<file path="config.mk">
export PLATFORM = sky130hd
export DESIGN_NAME = rmc_modem_ctrl
export DESIGN_NICKNAME = d
export VERILOG_FILES = /design/src/design/rmc_pkg.sv /design/src/design/rmc_modem_ctrl.sv
export VERILOG_INCLUDE_DIRS = /design/src /design/src/design
export SDC_FILE = /design/constraint.sdc
export NUM_CORES = 2
export LEC_CHECK = 0
export BUFFER_PORTS_ARGS = -buffer_cell sky130_fd_sc_hd__buf_2
export CORE_ASPECT_RATIO = 1.1
export CORE_MARGIN = 8
export CORE_UTILIZATION = 50
export DETAILED_ROUTE_END_ITERATION = 10
export PLACE_DENSITY = 0.76
export SYNTH_ARGS = -nofsm -noshare
export SYNTH_HDL_FRONTEND = slang
export SYNTH_SLANG_ARGS = --single-unit
</file>
<file path="constraint.sdc">
create_clock -name i_sys_clk -period 36.6 [get_ports i_sys_clk]
set_clock_uncertainty 0.05 [all_clocks]
set_input_delay 1.83 -clock i_sys_clk [delete_from_list [all_inputs] [get_ports i_sys_clk]]
set_output_delay 1.83 -clock i_sys_clk [all_outputs]
set_load 0.01 [all_outputs]
</file>
<file path="src/design/rmc_map.svh">
// Purpose: Offsets, field positions, reset values and timing counts of the radio modem controller.
// Assumes: A 100 MHz system clock.
// Notes:   Definitions only; included by the package.
`ifndef RMC_MAP_SVH
`define RMC_MAP_SVH

// ----------------------------------------------------------------------------
// APB register offsets and fields
// ----------------------------------------------------------------------------
`define RMC_OFS_CTRL      12'h000
`define RMC_OFS_STATUS    12'h004
`define RMC_CTRL_ACK_BIT  0
`define RMC_STAT_CFG_BIT  0
`define RMC_STAT_BUSY_BIT 1
`define RMC_STAT_CNT_LSB  8

// ----------------------------------------------------------------------------
// Factory settings
// ----------------------------------------------------------------------------
`define RMC_DEF_ADDR      24'h7F7F7F
`define RMC_DEF_CHAN      8'h02
`define RMC_DEF_POWER     8'h07
`define RMC_DEF_RATE      8'h01
`define RMC_HW_VERSION    8'h01
`define RMC_FW_VERSION    8'h01

// ----------------------------------------------------------------------------
// Sizes and timing
// ----------------------------------------------------------------------------
`define RMC_BUF_BYTES     55
`define RMC_MAX_RETRY     10
`define RMC_CLK_NS        10
`define RMC_FLUSH_MS      10
`define RMC_GUARD_MS      1
`define RMC_ACKWAIT_MS    2
`define RMC_PING_S        1
`define RMC_FLUSH_CYC     (`RMC_FLUSH_MS * 1000000 / `RMC_CLK_NS)
`define RMC_GUARD_CYC     (`RMC_GUARD_MS * 1000000 / `RMC_CLK_NS)
`define RMC_ACKWAIT_CYC   (`RMC_ACKWAIT_MS * 1000000 / `RMC_CLK_NS)
`define RMC_PING_CYC      (`RMC_PING_S * 1000000000 / `RMC_CLK_NS)

// ----------------------------------------------------------------------------
// ASCII characters
// ----------------------------------------------------------------------------
`define RMC_CH_CR         8'h0D
`define RMC_CH_PLUS       8'h2B
`define RMC_CH_SPACE      8'h20
`define RMC_CH_QUERY      8'h3F
`define RMC_CH_F          8'h46
`define RMC_CH_H          8'h48
`define RMC_CH_P          8'h50
`define RMC_CH_S          8'h53
`define RMC_CH_Q          8'h51
`define RMC_CH_V          8'h56

`endif

</file>
<file path="src/design/rmc_pkg.sv">
// Purpose: Types shared by the radio modem controller and its surroundings.
// Assumes: rmc_map.svh holds every number.
// Notes:   Structs carry the byte, radio and APB groups.
`include "rmc_map.svh"

package rmc_pkg;

	// Main controller states.
	typedef enum logic [2:0] {
		RMC_ON   = 3'b000,
		RMC_TX   = 3'b001,
		RMC_WAIT = 3'b010,
		RMC_CFG  = 3'b011,
		RMC_PING = 3'b100
	} rmc_state_t;

	// Radio packet kinds.
	typedef enum logic [1:0] {
		RMC_K_DATA = 2'b00,
		RMC_K_ACK  = 2'b01,
		RMC_K_PING = 2'b10,
		RMC_K_PONG = 2'b11
	} rmc_kind_t;

	// Text replies.
	typedef enum logic [2:0] {
		RMC_M_DUMP  = 3'b000,
		RMC_M_OK    = 3'b001,
		RMC_M_SAVED = 3'b010,
		RMC_M_HELP  = 3'b011,
		RMC_M_VER   = 3'b100,
		RMC_M_PONG  = 3'b101
	} rmc_msg_t;

	// One serial byte with its valid.
	typedef struct packed {
		logic       valid;
		logic [7:0] data;
	} rmc_byte_t;

	// One radio beat, outgoing.
	typedef struct packed {
		logic       valid;
		rmc_kind_t  kind;
		logic [23:0] addr;
		logic [23:0] src;
		logic [7:0] id;
		logic [7:0] data;
		logic       last;
	} rmc_rf_tx_t;

	// One radio beat, incoming, with its signal strength.
	typedef struct packed {
		logic       valid;
		rmc_kind_t  kind;
		logic [23:0] addr;
		logic [23:0] src;
		logic [7:0] id;
		logic [7:0] data;
		logic       last;
		logic [7:0] rssi;
	} rmc_rf_rx_t;

	// Modem settings.
	typedef struct packed {
		logic [23:0] dest;
		logic [23:0] own;
		logic [7:0]  chan;
		logic [7:0]  power;
		logic [7:0]  rate;
		logic        ack;
	} rmc_cfg_t;

	// APB request and answer.
	typedef struct packed {
		logic        psel;
		logic        penable;
		logic        pwrite;
		logic [11:0] paddr;
		logic [31:0] pwdata;
	} rmc_apb_req_t;

	typedef struct packed {
		logic        pready;
		logic [31:0] prdata;
		logic        pslverr;
	} rmc_apb_rsp_t;

	localparam rmc_cfg_t RMC_CFG_DEF = '{dest: `RMC_DEF_ADDR, own: `RMC_DEF_ADDR,
		chan: `RMC_DEF_CHAN, power: `RMC_DEF_POWER, rate: `RMC_DEF_RATE, ack: 1'b0};

endpackage

</file>
<file path="src/design/rmc_modem_ctrl.sv">
// Purpose: Host-side controller of a serial radio modem: online data path and command mode.
// Assumes: Serial bytes arrive already framed (8N1) and synchronous to i_sys_clk.
// Notes:   All state lives in one struct registered by a single clocked process.
//
// Design decisions made here: register access over APB and the placing of the registers.
`timescale 1ns/1ns
`default_nettype none

module rmc_modem_ctrl import rmc_pkg::*; #(
	parameter int unsigned DEPTH       = `RMC_BUF_BYTES,
	parameter int unsigned MAX_RETRY   = `RMC_MAX_RETRY,
	parameter int unsigned FLUSH_CYC   = `RMC_FLUSH_CYC,
	parameter int unsigned GUARD_CYC   = `RMC_GUARD_CYC,
	parameter int unsigned ACKWAIT_CYC = `RMC_ACKWAIT_CYC,
	parameter int unsigned PING_CYC    = `RMC_PING_CYC
) (
	// Clock and reset.
	input  wire logic         i_sys_clk,
	input  wire logic         i_sys_rst,
	// Host serial byte stream and flow control.
	input  wire rmc_byte_t    i_host_rx,
	input  wire logic         i_rts_n,
	input  wire logic         i_host_tx_ready,
	output var  rmc_byte_t    o_host_tx,
	output var  logic         o_cts_n,
	// Radio packet beats.
	output var  rmc_rf_tx_t   o_rf_tx,
	input  wire logic         i_rf_tx_ready,
	input  wire rmc_rf_rx_t   i_rf_rx,
	output var  logic         o_rf_rx_ready,
	// Register bus.
	input  wire rmc_apb_req_t i_apb,
	output var  rmc_apb_rsp_t o_apb,
	// Mode indicator.
	output var  logic         o_config_mode
);

	// ------------------------------------------------------------------------
	// State
	// ------------------------------------------------------------------------
	localparam int CW = $clog2(DEPTH + 1);
	localparam logic [CW-1:0] DEPTH_C = CW'(DEPTH);

	// Whole block state; one copy is registered, the other is its next value.
	typedef struct packed {
		rmc_state_t            fsm;        // Main mode and phase.
		rmc_cfg_t              cfg;        // Live settings.
		rmc_cfg_t              saved;      // Settings kept by the save command.
		logic [DEPTH-1:0][7:0] buffer;     // Serial bytes waiting for the radio.
		logic [CW-1:0]         cnt;        // Bytes held.
		logic [CW-1:0]         idx;        // Next byte to send.
		logic [31:0]           idle;       // Cycles since the last online host byte or quit command.
		logic [1:0]            plus;       // Pluses seen in a row.
		logic [31:0]           timer;      // Ack wait or ping period.
		logic [3:0]            retry;      // Resends of the current packet.
		logic [7:0]            pkt_id;     // Rolling packet identifier.
		logic [7:0]            cmd;        // Command letter being collected.
		logic [1:0]            cmd_n;      // 0 none, 1 one letter, 2 too many.
		logic                  rep_busy;   // A text reply is being sent.
		rmc_msg_t              msg;        // Which reply.
		logic [4:0]            ridx;       // Character within the reply.
		logic                  pend_v;     // A single-beat answer waits to go out.
		rmc_kind_t             pend_kind;  // Its kind.
		logic [23:0]           pend_addr;  // Its destination.
		logic [7:0]            pend_id;    // Its identifier.
		logic [7:0]            pend_data;  // Its payload byte.
		logic [23:0]           pong_src;   // Last ping answer address.
		logic [7:0]            pong_rssi;  // Last ping answer strength.
		rmc_byte_t             host_tx;    // Byte offered to the host.
		logic                  cts_n;      // Clear-to-send, active low.
		rmc_rf_tx_t            rf_tx;      // Beat offered to the radio.
		logic                  rf_rx_rdy;  // Radio receive acceptance.
		rmc_apb_rsp_t          apb;        // Bus answer.
	} st_t;

	st_t s_ff;   // Registered state.
	st_t nxt_s;  // Next state.

	// ------------------------------------------------------------------------
	// Helpers
	// ------------------------------------------------------------------------

	// Nibble to upper-case ASCII hex.
	function automatic logic [7:0] hex_ch(input logic [3:0] n);
		hex_ch = (n < 4'hA) ? (8'h30 + {4'h0, n}) : (8'h37 + {4'h0, n});
	endfunction

	// Character i of reply m; bit 8 marks the last character.
	function automatic logic [8:0] msg_char(input rmc_msg_t m, input logic [4:0] i,
		input rmc_cfg_t c, input logic [23:0] a, input logic [7:0] r);
		logic [7:0] t [0:31];
		logic [4:0] n;
		for (int k = 0; k < 32; k++) begin
			t[k] = `RMC_CH_SPACE;
		end
		n = 5'h00;
		unique case (m)
			RMC_M_DUMP: begin
				for (int k = 0; k < 6; k++) begin
					t[k]     = hex_ch(c.dest[23-4*k -: 4]);
					t[k + 7] = hex_ch(c.own[23-4*k -: 4]);
				end
				t[6]  = `RMC_CH_CR;
				t[13] = `RMC_CH_CR;
				t[14] = hex_ch(c.chan[7:4]);
				t[15] = hex_ch(c.chan[3:0]);
				t[16] = `RMC_CH_CR;
				t[17] = hex_ch(c.power[7:4]);
				t[18] = hex_ch(c.power[3:0]);
				t[19] = `RMC_CH_CR;
				t[20] = hex_ch(c.rate[7:4]);
				t[21] = hex_ch(c.rate[3:0]);
				t[22] = `RMC_CH_CR;
				t[23] = 8'h30;
				t[24] = hex_ch({3'h0, c.ack});
				t[25] = `RMC_CH_CR;
				n = 5'd25;
			end
			RMC_M_OK: begin
				t[0] = 8'h4F;
				t[1] = 8'h4B;
				t[2] = `RMC_CH_CR;
				n = 5'd2;
			end
			RMC_M_SAVED: begin
				t[0] = `RMC_CH_S;
				t[1] = 8'h41;
				t[2] = `RMC_CH_V;
				t[3] = 8'h45;
				t[4] = 8'h44;
				t[5] = `RMC_CH_CR;
				n = 5'd5;
			end
			RMC_M_HELP: begin
				t[0]  = `RMC_CH_QUERY;
				t[2]  = `RMC_CH_F;
				t[4]  = `RMC_CH_H;
				t[6]  = `RMC_CH_P;
				t[8]  = `RMC_CH_S;
				t[10] = `RMC_CH_Q;
				t[12] = `RMC_CH_V;
				t[13] = `RMC_CH_CR;
				n = 5'd13;
			end
			RMC_M_VER: begin
				t[0] = `RMC_CH_H;
				t[1] = hex_ch(4'(`RMC_HW_VERSION >> 4));
				t[2] = hex_ch(4'(`RMC_HW_VERSION));
				t[4] = `RMC_CH_F;
				t[5] = hex_ch(4'(`RMC_FW_VERSION >> 4));
				t[6] = hex_ch(4'(`RMC_FW_VERSION));
				t[7] = `RMC_CH_CR;
				n = 5'd7;
			end
			default: begin  // Ping answer report.
				for (int k = 0; k < 6; k++) begin
					t[k] = hex_ch(a[23-4*k -: 4]);
				end
				if (c.dest == c.own) begin
					t[7]  = 8'h28;
					t[8]  = hex_ch(r[7:4]);
					t[9]  = hex_ch(r[3:0]);
					t[10] = 8'h29;
					t[11] = `RMC_CH_CR;
					n = 5'd11;
				end else begin
					t[6] = `RMC_CH_CR;
					n = 5'd6;
				end
			end
		endcase
		msg_char = {(i == n), t[i]};
	endfunction

	// ------------------------------------------------------------------------
	// Next-state logic
	// ------------------------------------------------------------------------

	// Every behaviour is decided here from the registered state and the inputs.
	always_comb begin
		logic       htx_free;
		logic       tx_free;
		logic       rx_take;
		logic       online;
		logic [8:0] mc;
		nxt_s = s_ff;
		// A byte leaves when the host is ready and asserts its request to send.
		htx_free = !s_ff.host_tx.valid || (i_host_tx_ready && !i_rts_n);
		tx_free  = !s_ff.rf_tx.valid || i_rf_tx_ready;
		rx_take  = i_rf_rx.valid && s_ff.rf_rx_rdy;
		online   = (s_ff.fsm == RMC_ON) || (s_ff.fsm == RMC_TX) || (s_ff.fsm == RMC_WAIT);
		mc       = msg_char(s_ff.msg, s_ff.ridx, s_ff.cfg, s_ff.pong_src, s_ff.pong_rssi);
		if (htx_free) begin
			nxt_s.host_tx.valid = 1'b0;
		end
		if (tx_free) begin
			nxt_s.rf_tx.valid = 1'b0;
		end
		if (s_ff.idle != 32'hFFFF_FFFF) begin
			nxt_s.idle = s_ff.idle + 32'd1;
		end

		// Radio receive: only addressed traffic, and only while online.
		if (rx_take && online && (i_rf_rx.addr == s_ff.cfg.own)) begin
			unique case (i_rf_rx.kind)
				RMC_K_DATA: begin
					nxt_s.host_tx = '{valid: 1'b1, data: i_rf_rx.data};
					if (s_ff.cfg.ack && i_rf_rx.last) begin
						nxt_s.pend_v    = 1'b1;
						nxt_s.pend_kind = RMC_K_ACK;
						nxt_s.pend_addr = i_rf_rx.src;
						nxt_s.pend_id   = i_rf_rx.id;
					end
				end
				RMC_K_PING: begin
					nxt_s.pend_v    = 1'b1;
					nxt_s.pend_kind = RMC_K_PONG;
					nxt_s.pend_addr = i_rf_rx.src;
					nxt_s.pend_data = i_rf_rx.rssi;
				end
				RMC_K_ACK: begin
					// Matching acknowledgement ends the wait.
					if ((s_ff.fsm == RMC_WAIT) && (i_rf_rx.id == s_ff.pkt_id)) begin
						nxt_s.fsm    = RMC_ON;
						nxt_s.cnt    = '0;
						nxt_s.retry  = 4'h0;
						nxt_s.pkt_id = s_ff.pkt_id + 8'h01;
					end
				end
				RMC_K_PONG: begin
				end
			endcase
		end

		unique case (s_ff.fsm)
			RMC_ON: begin
				if (i_host_rx.valid) begin
					nxt_s.idle = 32'd0;
					// Bytes beyond the buffer size are dropped.
					if (s_ff.cnt < DEPTH_C) begin
						nxt_s.buffer[s_ff.cnt] = i_host_rx.data;
						nxt_s.cnt = s_ff.cnt + 1'b1;
					end
					// Escape counting: first plus needs a quiet line before it.
					if (i_host_rx.data != `RMC_CH_PLUS || s_ff.plus == 2'd3) begin
						nxt_s.plus = 2'd0;
					end else if (s_ff.plus != 2'd0 || s_ff.idle >= GUARD_CYC) begin
						nxt_s.plus = s_ff.plus + 2'd1;
					end
				end else if (s_ff.plus == 2'd3 && s_ff.idle >= GUARD_CYC) begin
					// Three isolated pluses and a quiet line after them.
					nxt_s.fsm      = RMC_CFG;
					nxt_s.cnt      = '0;
					nxt_s.plus     = 2'd0;
					nxt_s.cmd_n    = 2'd0;
					nxt_s.pend_v   = 1'b0;
					nxt_s.rep_busy = 1'b1;
					nxt_s.msg      = RMC_M_DUMP;
					nxt_s.ridx     = 5'd0;
				end else if (s_ff.pend_v && tx_free) begin
					// Answers to other nodes go ahead of our own data.
					nxt_s.rf_tx  = '{valid: 1'b1, kind: s_ff.pend_kind, addr: s_ff.pend_addr,
						src: s_ff.cfg.own, id: s_ff.pend_id, data: s_ff.pend_data, last: 1'b1};
					nxt_s.pend_v = 1'b0;
				end else if (s_ff.cnt != '0 && (s_ff.idle >= FLUSH_CYC || s_ff.cnt == DEPTH_C)
					&& s_ff.plus == 2'd0) begin
					// Quiet line or full buffer: send what is held.
					nxt_s.fsm   = RMC_TX;
					nxt_s.idx   = '0;
					nxt_s.retry = 4'h0;
				end
			end
			RMC_TX: begin
				// Incoming bytes are lost while a packet is out; CTS holds the host off.
				if (i_host_rx.valid) begin
					nxt_s.idle = 32'd0;
				end
				if (tx_free) begin
					nxt_s.rf_tx = '{valid: 1'b1, kind: RMC_K_DATA, addr: s_ff.cfg.dest,
						src: s_ff.cfg.own, id: s_ff.pkt_id, data: s_ff.buffer[s_ff.idx],
						last: (s_ff.idx == s_ff.cnt - 1'b1)};
					nxt_s.idx = s_ff.idx + 1'b1;
					if (s_ff.idx == s_ff.cnt - 1'b1) begin
						nxt_s.timer = 32'd0;
						if (s_ff.cfg.ack) begin
							nxt_s.fsm = RMC_WAIT;
						end else begin
							nxt_s.fsm    = RMC_ON;
							nxt_s.cnt    = '0;
							nxt_s.pkt_id = s_ff.pkt_id + 8'h01;
						end
					end
				end
			end
			RMC_WAIT: begin
				if (i_host_rx.valid) begin
					nxt_s.idle = 32'd0;
				end
				nxt_s.timer = s_ff.timer + 32'd1;
				// No matching acknowledgement in time: resend, up to the limit.
				if (s_ff.timer >= ACKWAIT_CYC && nxt_s.fsm == RMC_WAIT) begin
					if (s_ff.retry < 4'(MAX_RETRY)) begin
						nxt_s.retry = s_ff.retry + 4'h1;
						nxt_s.idx   = '0;
						nxt_s.fsm   = RMC_TX;
					end else begin
						nxt_s.fsm    = RMC_ON;
						nxt_s.cnt    = '0;
						nxt_s.pkt_id = s_ff.pkt_id + 8'h01;
					end
				end
			end
			RMC_CFG: begin
				// Offline: radio stays silent and received beats are discarded.
				if (i_host_rx.valid) begin
					if (i_host_rx.data == `RMC_CH_CR) begin
						nxt_s.cmd_n = 2'd0;
						if (s_ff.cmd_n == 2'd1 && !s_ff.rep_busy) begin
							nxt_s.ridx = 5'd0;
							// Only upper-case letters and the question mark match.
							unique case (s_ff.cmd)
								`RMC_CH_QUERY: begin
									nxt_s.rep_busy = 1'b1;
									nxt_s.msg      = RMC_M_DUMP;
								end
								`RMC_CH_F: begin
									nxt_s.cfg      = RMC_CFG_DEF;
									nxt_s.cfg.ack  = s_ff.cfg.ack;
									nxt_s.rep_busy = 1'b1;
									nxt_s.msg      = RMC_M_OK;
								end
								`RMC_CH_H: begin
									nxt_s.rep_busy = 1'b1;
									nxt_s.msg      = RMC_M_HELP;
								end
								`RMC_CH_P: begin
									nxt_s.fsm   = RMC_PING;
									nxt_s.timer = PING_CYC;
								end
								`RMC_CH_S: begin
									nxt_s.saved    = s_ff.cfg;
									nxt_s.rep_busy = 1'b1;
									nxt_s.msg      = RMC_M_SAVED;
								end
								`RMC_CH_Q: begin
									nxt_s.fsm  = RMC_ON;
									nxt_s.idle = 32'd0;
								end
								`RMC_CH_V: begin
									nxt_s.rep_busy = 1'b1;
									nxt_s.msg      = RMC_M_VER;
								end
								default: begin
								end
							endcase
						end
					end else begin
						nxt_s.cmd   = i_host_rx.data;
						nxt_s.cmd_n = (s_ff.cmd_n == 2'd0) ? 2'd1 : 2'd2;
					end
				end
			end
			default: begin  // RMC_PING
				nxt_s.timer = s_ff.timer + 32'd1;
				if (i_host_rx.valid) begin  // Any character stops pinging.
					nxt_s.fsm   = RMC_CFG;
					nxt_s.cmd_n = 2'd0;
				end else if (s_ff.timer >= PING_CYC && tx_free) begin
					nxt_s.rf_tx = '{valid: 1'b1, kind: RMC_K_PING, addr: s_ff.cfg.dest,
						src: s_ff.cfg.own, id: s_ff.pkt_id, data: 8'h00, last: 1'b1};
					nxt_s.timer = 32'd0;
				end
				if (rx_take && i_rf_rx.kind == RMC_K_PONG && i_rf_rx.addr == s_ff.cfg.own
					&& !s_ff.rep_busy) begin
					nxt_s.pong_src  = i_rf_rx.src;
					nxt_s.pong_rssi = i_rf_rx.data;
					nxt_s.rep_busy  = 1'b1;
					nxt_s.msg       = RMC_M_PONG;
					nxt_s.ridx      = 5'd0;
				end
			end
		endcase

		// Text replies go out one character at a time.
		if (s_ff.rep_busy && htx_free) begin
			nxt_s.host_tx = '{valid: 1'b1, data: mc[7:0]};
			nxt_s.ridx    = s_ff.ridx + 5'd1;
			if (mc[8]) begin
				nxt_s.rep_busy = 1'b0;
			end
		end

		// Flow control toward the host: hold off while sending or nearly full.
		// The last data beat still counts as sending until the radio takes it.
		nxt_s.cts_n = (nxt_s.fsm == RMC_TX) || (nxt_s.fsm == RMC_WAIT)
			|| (nxt_s.rf_tx.valid && nxt_s.rf_tx.kind == RMC_K_DATA)
			|| (nxt_s.cnt >= DEPTH_C - 1'b1);
		// Radio beats are taken always in command mode, while pinging when no reply is out, and otherwise only when a forwarded byte has room.
		nxt_s.rf_rx_rdy = (nxt_s.fsm == RMC_CFG) || (nxt_s.fsm == RMC_PING && !nxt_s.rep_busy)
			|| (!nxt_s.host_tx.valid && !nxt_s.pend_v);

		// APB slave: one wait state, then pready with data.
		nxt_s.apb = '{pready: 1'b0, prdata: 32'h0000_0000, pslverr: 1'b0};
		if (i_apb.psel && i_apb.penable && !s_ff.apb.pready) begin
			nxt_s.apb.pready = 1'b1;
			unique case (i_apb.paddr)
				`RMC_OFS_CTRL: begin
					nxt_s.apb.prdata[`RMC_CTRL_ACK_BIT] = s_ff.cfg.ack;
				end
				`RMC_OFS_STATUS: begin
					nxt_s.apb.prdata[`RMC_STAT_CFG_BIT]  = (s_ff.fsm == RMC_CFG)
						|| (s_ff.fsm == RMC_PING);
					nxt_s.apb.prdata[`RMC_STAT_BUSY_BIT] = (s_ff.fsm == RMC_TX)
						|| (s_ff.fsm == RMC_WAIT);
					nxt_s.apb.prdata[`RMC_STAT_CNT_LSB +: CW] = s_ff.cnt;
				end
				default: begin
					nxt_s.apb.pslverr = 1'b1;
				end
			endcase
		end
		// The write lands at the edge where the master sees pready.
		if (i_apb.psel && i_apb.penable && s_ff.apb.pready && i_apb.pwrite
			&& i_apb.paddr == `RMC_OFS_CTRL) begin
			nxt_s.cfg.ack = i_apb.pwdata[`RMC_CTRL_ACK_BIT];
		end
	end

	// ------------------------------------------------------------------------
	// State register
	// ------------------------------------------------------------------------

	// Reset loads factory settings; everything else starts at zero.
	always_ff @(posedge i_sys_clk or posedge i_sys_rst) begin
		if (i_sys_rst) begin
			s_ff       <= '0;
			s_ff.cfg   <= RMC_CFG_DEF;
			s_ff.saved <= RMC_CFG_DEF;
		end else begin
			s_ff <= nxt_s;
		end
	end

	// Outputs come straight from the state register, except o_config_mode, which is decoded from fsm.
	assign o_host_tx     = s_ff.host_tx;
	assign o_cts_n       = s_ff.cts_n;
	assign o_rf_tx       = s_ff.rf_tx;
	assign o_rf_rx_ready = s_ff.rf_rx_rdy;
	assign o_apb         = s_ff.apb;
	assign o_config_mode = (s_ff.fsm == RMC_CFG) || (s_ff.fsm == RMC_PING);

endmodule

`default_nettype wire

</file>
Yosys cells after proc, flatten, opt, wreduce, memory -nomap -nowiden

Cells that the tools add are included.

Bits in registers: 718
Input bits: 137
Output and inout bits: 114
Word-level logic and storage cells: 436

Add/subtract/negate cells: 26
Magnitude comparators: 19
Eq/ne operators: 58
Muxes and demuxes: 145
Bitwise gates (word level): 6
Reduce and logical (&&, ||, !) cells: 91

Operator list:

| operator                                                         | number |
|---|---|
| 32-bit two-way mux                                               | 14 |
| 149-bit two-way mux                                              | 3 |
| 440-bit bitwise mux                                              | 1 |
| 68-bit two-way mux                                               | 6 |
| 68-bit case mux with 3 select lines                              | 1 |
| 7-bit case mux with 5 select lines                               | 4 |
| 32-bit case mux with 4 select lines                              | 1 |
| 6-bit by 4-bit adder with 7-bit output (first input constant)    | 16 |
| 6-bit two-way mux                                                | 16 |
| 93-bit two-way mux                                               | 1 |
| 12-bit two-way mux                                               | 7 |
| 7-bit case mux with 3 select lines                               | 4 |
| 8-bit two-way mux                                                | 10 |
| 74-bit two-way mux                                               | 1 |
| 32-bit by 1-bit adder with 32-bit output (second input constant) | 2 |
| 32-bit case mux with 2 select lines                              | 1 |
| 7-bit two-way mux                                                | 8 |
| 9-bit two-way mux                                                | 6 |
| 27-bit case mux with 2 select lines                              | 1 |
| 8-bit binary-select mux with 6-bit select                        | 1 |
| 8-bit demux with 6-bit select                                    | 1 |
| 8-bit by 7-bit == test with 1-bit output (second input constant) | 6 |
| 43-bit two-way mux                                               | 1 |
| 8-bit binary-select mux with 5-bit select                        | 1 |
| 78 further kinds                                                 | 232 |

Logic depth before layout (Yosys ltp)

Word-level depth: 16
Mapped depth: 12

Worst setup path before layout

OpenSTA, ideal clock, no wires.

Path kind: input-to-reg
From: in i_rf_rx[56] (netlist name)
To: reg s_ff[153] (netlist name)
Setup time: 0.125 ns
Arrival time: 3.884 ns
Slack: 32.541 ns
Stages: 7
Buffers on the path: 0
Path through: nand4b_1 nor4_1 nand3_1 nor4_1 nand2_1 nor2_2 mux2_2

Longest elaborated chain between the ends: 3

Ends and longest elaborated chain:

| element                                    | line                  | source |
|---|---|---|
| start: declaration                         | rmc_modem_ctrl.sv:29  | `input wire rmc_rf_rx_t i_rf_rx,` |
| 24-bit by 23-bit == test with 1-bit output | rmc_modem_ctrl.sv:204 | `if (rx_take && online && (i_rf_rx.addr == s_ff.cfg.own)) begin` |
| 1-bit logical AND                          | rmc_modem_ctrl.sv:204 |  |
| 3-bit AND reduction (no line)              | -                     |  |
| end signal: assignment                     | rmc_modem_ctrl.sv:440 | `s_ff <= nxt_s;` |
| end: declaration                           | rmc_modem_ctrl.sv:76  | `st_t s_ff;` |

Every way passes these cells.
A chain may end at the register's enable or synchronous reset.

Worst setup path in the final report

From: in i_host_rx[0] (netlist name)
To: reg s_ff[224] (netlist name)

Longest elaborated chain between the ends: 3

Ends and longest elaborated chain:

| element                                            | line                 | source |
|---|---|---|
| start: declaration                                 | rmc_modem_ctrl.sv:21 | `input wire rmc_byte_t i_host_rx,` |
| 8-bit by 4-bit == test with 1-bit output (no line) | -                    |  |
| 2-bit inequality test (no line)                    | -                    |  |
| 7-bit AND reduction (no line)                      | -                    |  |

Every way passes these cells.

==> qor.csv <==
metric,value,unit
outcome,completed,
core,70200,um2
avgViaCountPerCell,6.07,
fmax,162,MHz
drtPass1Iterations,6,
fin_crit_sh,0.169,
synth.avg_cell_area,12.0,um2
grt_usage,0.215,
startpoint_type,input port,
hold_end,s_ff[185],
drt_first_iter_violations,2094,
dp_hpwl,57500,um
cp_max_fo,57,
ys.warnings.count,0,
ys_ff_latch,694,
synth-edff-count,0,
min_from,s_ff[185],
synthArstFlopShare,1.00,
cts_root_buffer,clkbuf_16,
max-clock-path-buffers,3,
fillers,5680,
postCtsSetupBuffers,0,
clk_latency,640,ps
first_global_vias,24300,
ctsResizeCount,0,
syn_area,35300,um2
min_path_type,reg -> reg,
fin_crit,6170,ps
initial_utilization,0.503,
yosys_most_used_dff,dfrtp_1,
clk_pin_slew_worst_paths,60,ps
antenna_left,0,
io_buffers,192,
cp.required,37050,ps
crit_type,in -> reg,
r2r_slack,31720,ps
die-area,79400,um2
grt_max_degree,182,
cellLeakagePower,18.1,nW
synth_cell_types,86,
cp_data_arrival_time,6630,ps
rsz0062_at_grt,false,
nets,3138,
area_growth,9.91,%
p_per_area,46.1,nW/um2
cts_made_buffers,73,
final_max_slew_viol_count,0,
worstMarginPinSlew,1160,ps
io_pins,251,
wl,86400,um
die_y,295,um
antenna_found_initial,1,
final_common_cell,dfrtp_1,
final_cell_mix,"dfrtp_1, mux2_2, nand2_1",
holdWs,418,ps
clock-sinks,694,
r2r_start,s_ff[293],
setup_tns,0,ps
hold_depth,1,
via_count,24100,
yosysSeqAreaShare,0.492,
rows,102,
r2r_end,s_ff[224],
synthCells,2951,
wl_per_cell,21.8,um
hold_viol,0,
cts_tree,built,
setup_violations,0,
htreeDepth,3,
reg2reg_depth,7,
maxCapViolCount,0,
peakVddDrop,28.3,uV
final_layout_size_suffix_gt1_frac,0.338,
end_kind,register,
slew_headroom,0.224,
die_w,269,um
gp_congestion,0.952,
cts_hold_buf,0,
grt_first_pass_wirelength,138000,um
drc,0,
grt-ovfl-total,0,
==> metal layers <==
| layer | track usage | vias up | share of wire |
|---|---|---|---|
| met1 | 0.266 | 12300 | 0.39 |
| met2 | 0.361 | 908 | 0.49 |
| met3 | 0.0419 | 238 | 0.067 |
| li1 | - | 10700 | - |
| met4 | 0.106 | 0 | 0.047 |
| met5 | 0 | - | 0 |
==> sequential cells by signal, indices dropped and copies added (netlist names) <==
| name | flops |
|---|---|
| o_apb | 10 |
| o_cts_n | 1 |
| o_host_tx | 9 |
| s_ff | 628 |
| o_rf_rx_ready | 1 |
| o_rf_tx | 45 |
==> cell families after synthesis <==
kind of cell	count (synthesis)	share of synthesized area
AO/OA/AOI/OAI	435	0.0785
other	1	0.000106
AND/OR/NAND/NOR	668	0.0932
buffers and inverters	372	0.0521
flip-flops	694	0.492
XOR/XNOR	74	0.0183
multiplexers	686	0.259
adder cells (fa/ha/maj)	21	0.00744
==> synth_stat cells (all sizes together) (6+ instances only) <==
master | count | area (um2)
and2 | 17 | 109
ha | 21 | 263
o2111ai | 9 | 78.8
nor2 | 170 | 643
a41oi | 6 | 52.6
xor2 | 29 | 254
o21a | 6 | 45.0
mux2i | 28 | 280
nor3b | 10 | 80.1
nand4 | 30 | 200
o221ai | 11 | 96.3
a21oi | 73 | 365
mux2 | 529 | 5960
buf | 142 | 976
dfrtp | 694 | 17400
o22ai | 10 | 62.6
or4 | 10 | 78.8
o211ai | 18 | 135
xnor2 | 45 | 394
nand3 | 55 | 275
nor3 | 39 | 195
o21ai | 162 | 811
or2 | 7 | 43.8
nand2 | 205 | 772
nand2b | 22 | 138
a211oi | 11 | 82.6
a31oi | 19 | 119
mux4 | 129 | 2910
a22o | 12 | 105
o41ai | 7 | 61.3
or3 | 10 | 62.6
and3 | 23 | 144
nor4b | 6 | 65.1
a22oi | 15 | 113
clkbuf | 155 | 582
o31ai | 17 | 128
a222oi | 9 | 90.1
inv | 74 | 278
nor4 | 25 | 163
a21o | 11 | 82.6
nor2b | 13 | 88.8
==> worst max-delay path by stage <==
stage,from,endpoint,slack (ps),cells past startpoint
2_1_floorplan,i_sys_rst,o_apb[0],15260,1
3_3_place_gp,i_host_rx[0],s_ff[224],29880,9
3_5_place_dp,i_host_rx[0],s_ff[224],29820,9
4_1_cts,i_host_rx[0],s_ff[224],30420,9
5_1_grt,i_host_rx[0],s_ff[225],30040,9
6_report,i_host_rx[0],s_ff[224],30430,9
==> stage by stage <==
stage | instances | total power, W | area, um2 | utilization | worst slack [ps]
2_1_floorplan | 2977 | 0.000976 | 35400 | - | 15260
5_1_grt | 3972 | 0.00185 | 38800 | 0.553 | 30040
6_report | 3973 | 0.00179 | 38800 | 0.553 | 30430
4_1_cts | 3972 | 0.00180 | 38800 | 0.553 | 30420
3_3_place_gp | 3841 | 0.00103 | 36300 | 0.517 | 29880
3_5_place_dp | 3841 | 0.00103 | 36300 | 0.517 | 29820
==> final cells by class <==
cell class	count	area, um2	area share
Tap cell	936	1170	0.0302
Multi-Input combinational cell	1911	16200	0.418
Antenna cell	1	2.50	0.0000645
Clock inverter	24	409	0.0105
Inverter	75	289	0.00744
Clock buffer	107	2110	0.0545
Sequential cell	694	17400	0.448
Timing Repair Buffer	225	1220	0.0315
==> power breakdown <==
part	switching (W)	internal (W)	total, W
registers	0.0000255	0.000779	0.000804
logic	0.000135	0.0000763	0.000211
clock network	0.000318	0.000456	0.000774
total	0.000478	0.00131	0.00179
==> worst max-delay path, cell delays in order <==
cell,delay [ps]
buf_2,70
buf_4,490
nand3b_1,370
nor4_1,1000
nor4b_2,520
a31o_2,240
a21o_1,880
nand2b_1,610
o41ai_1,530
Power figures use the tool's default switching activity.
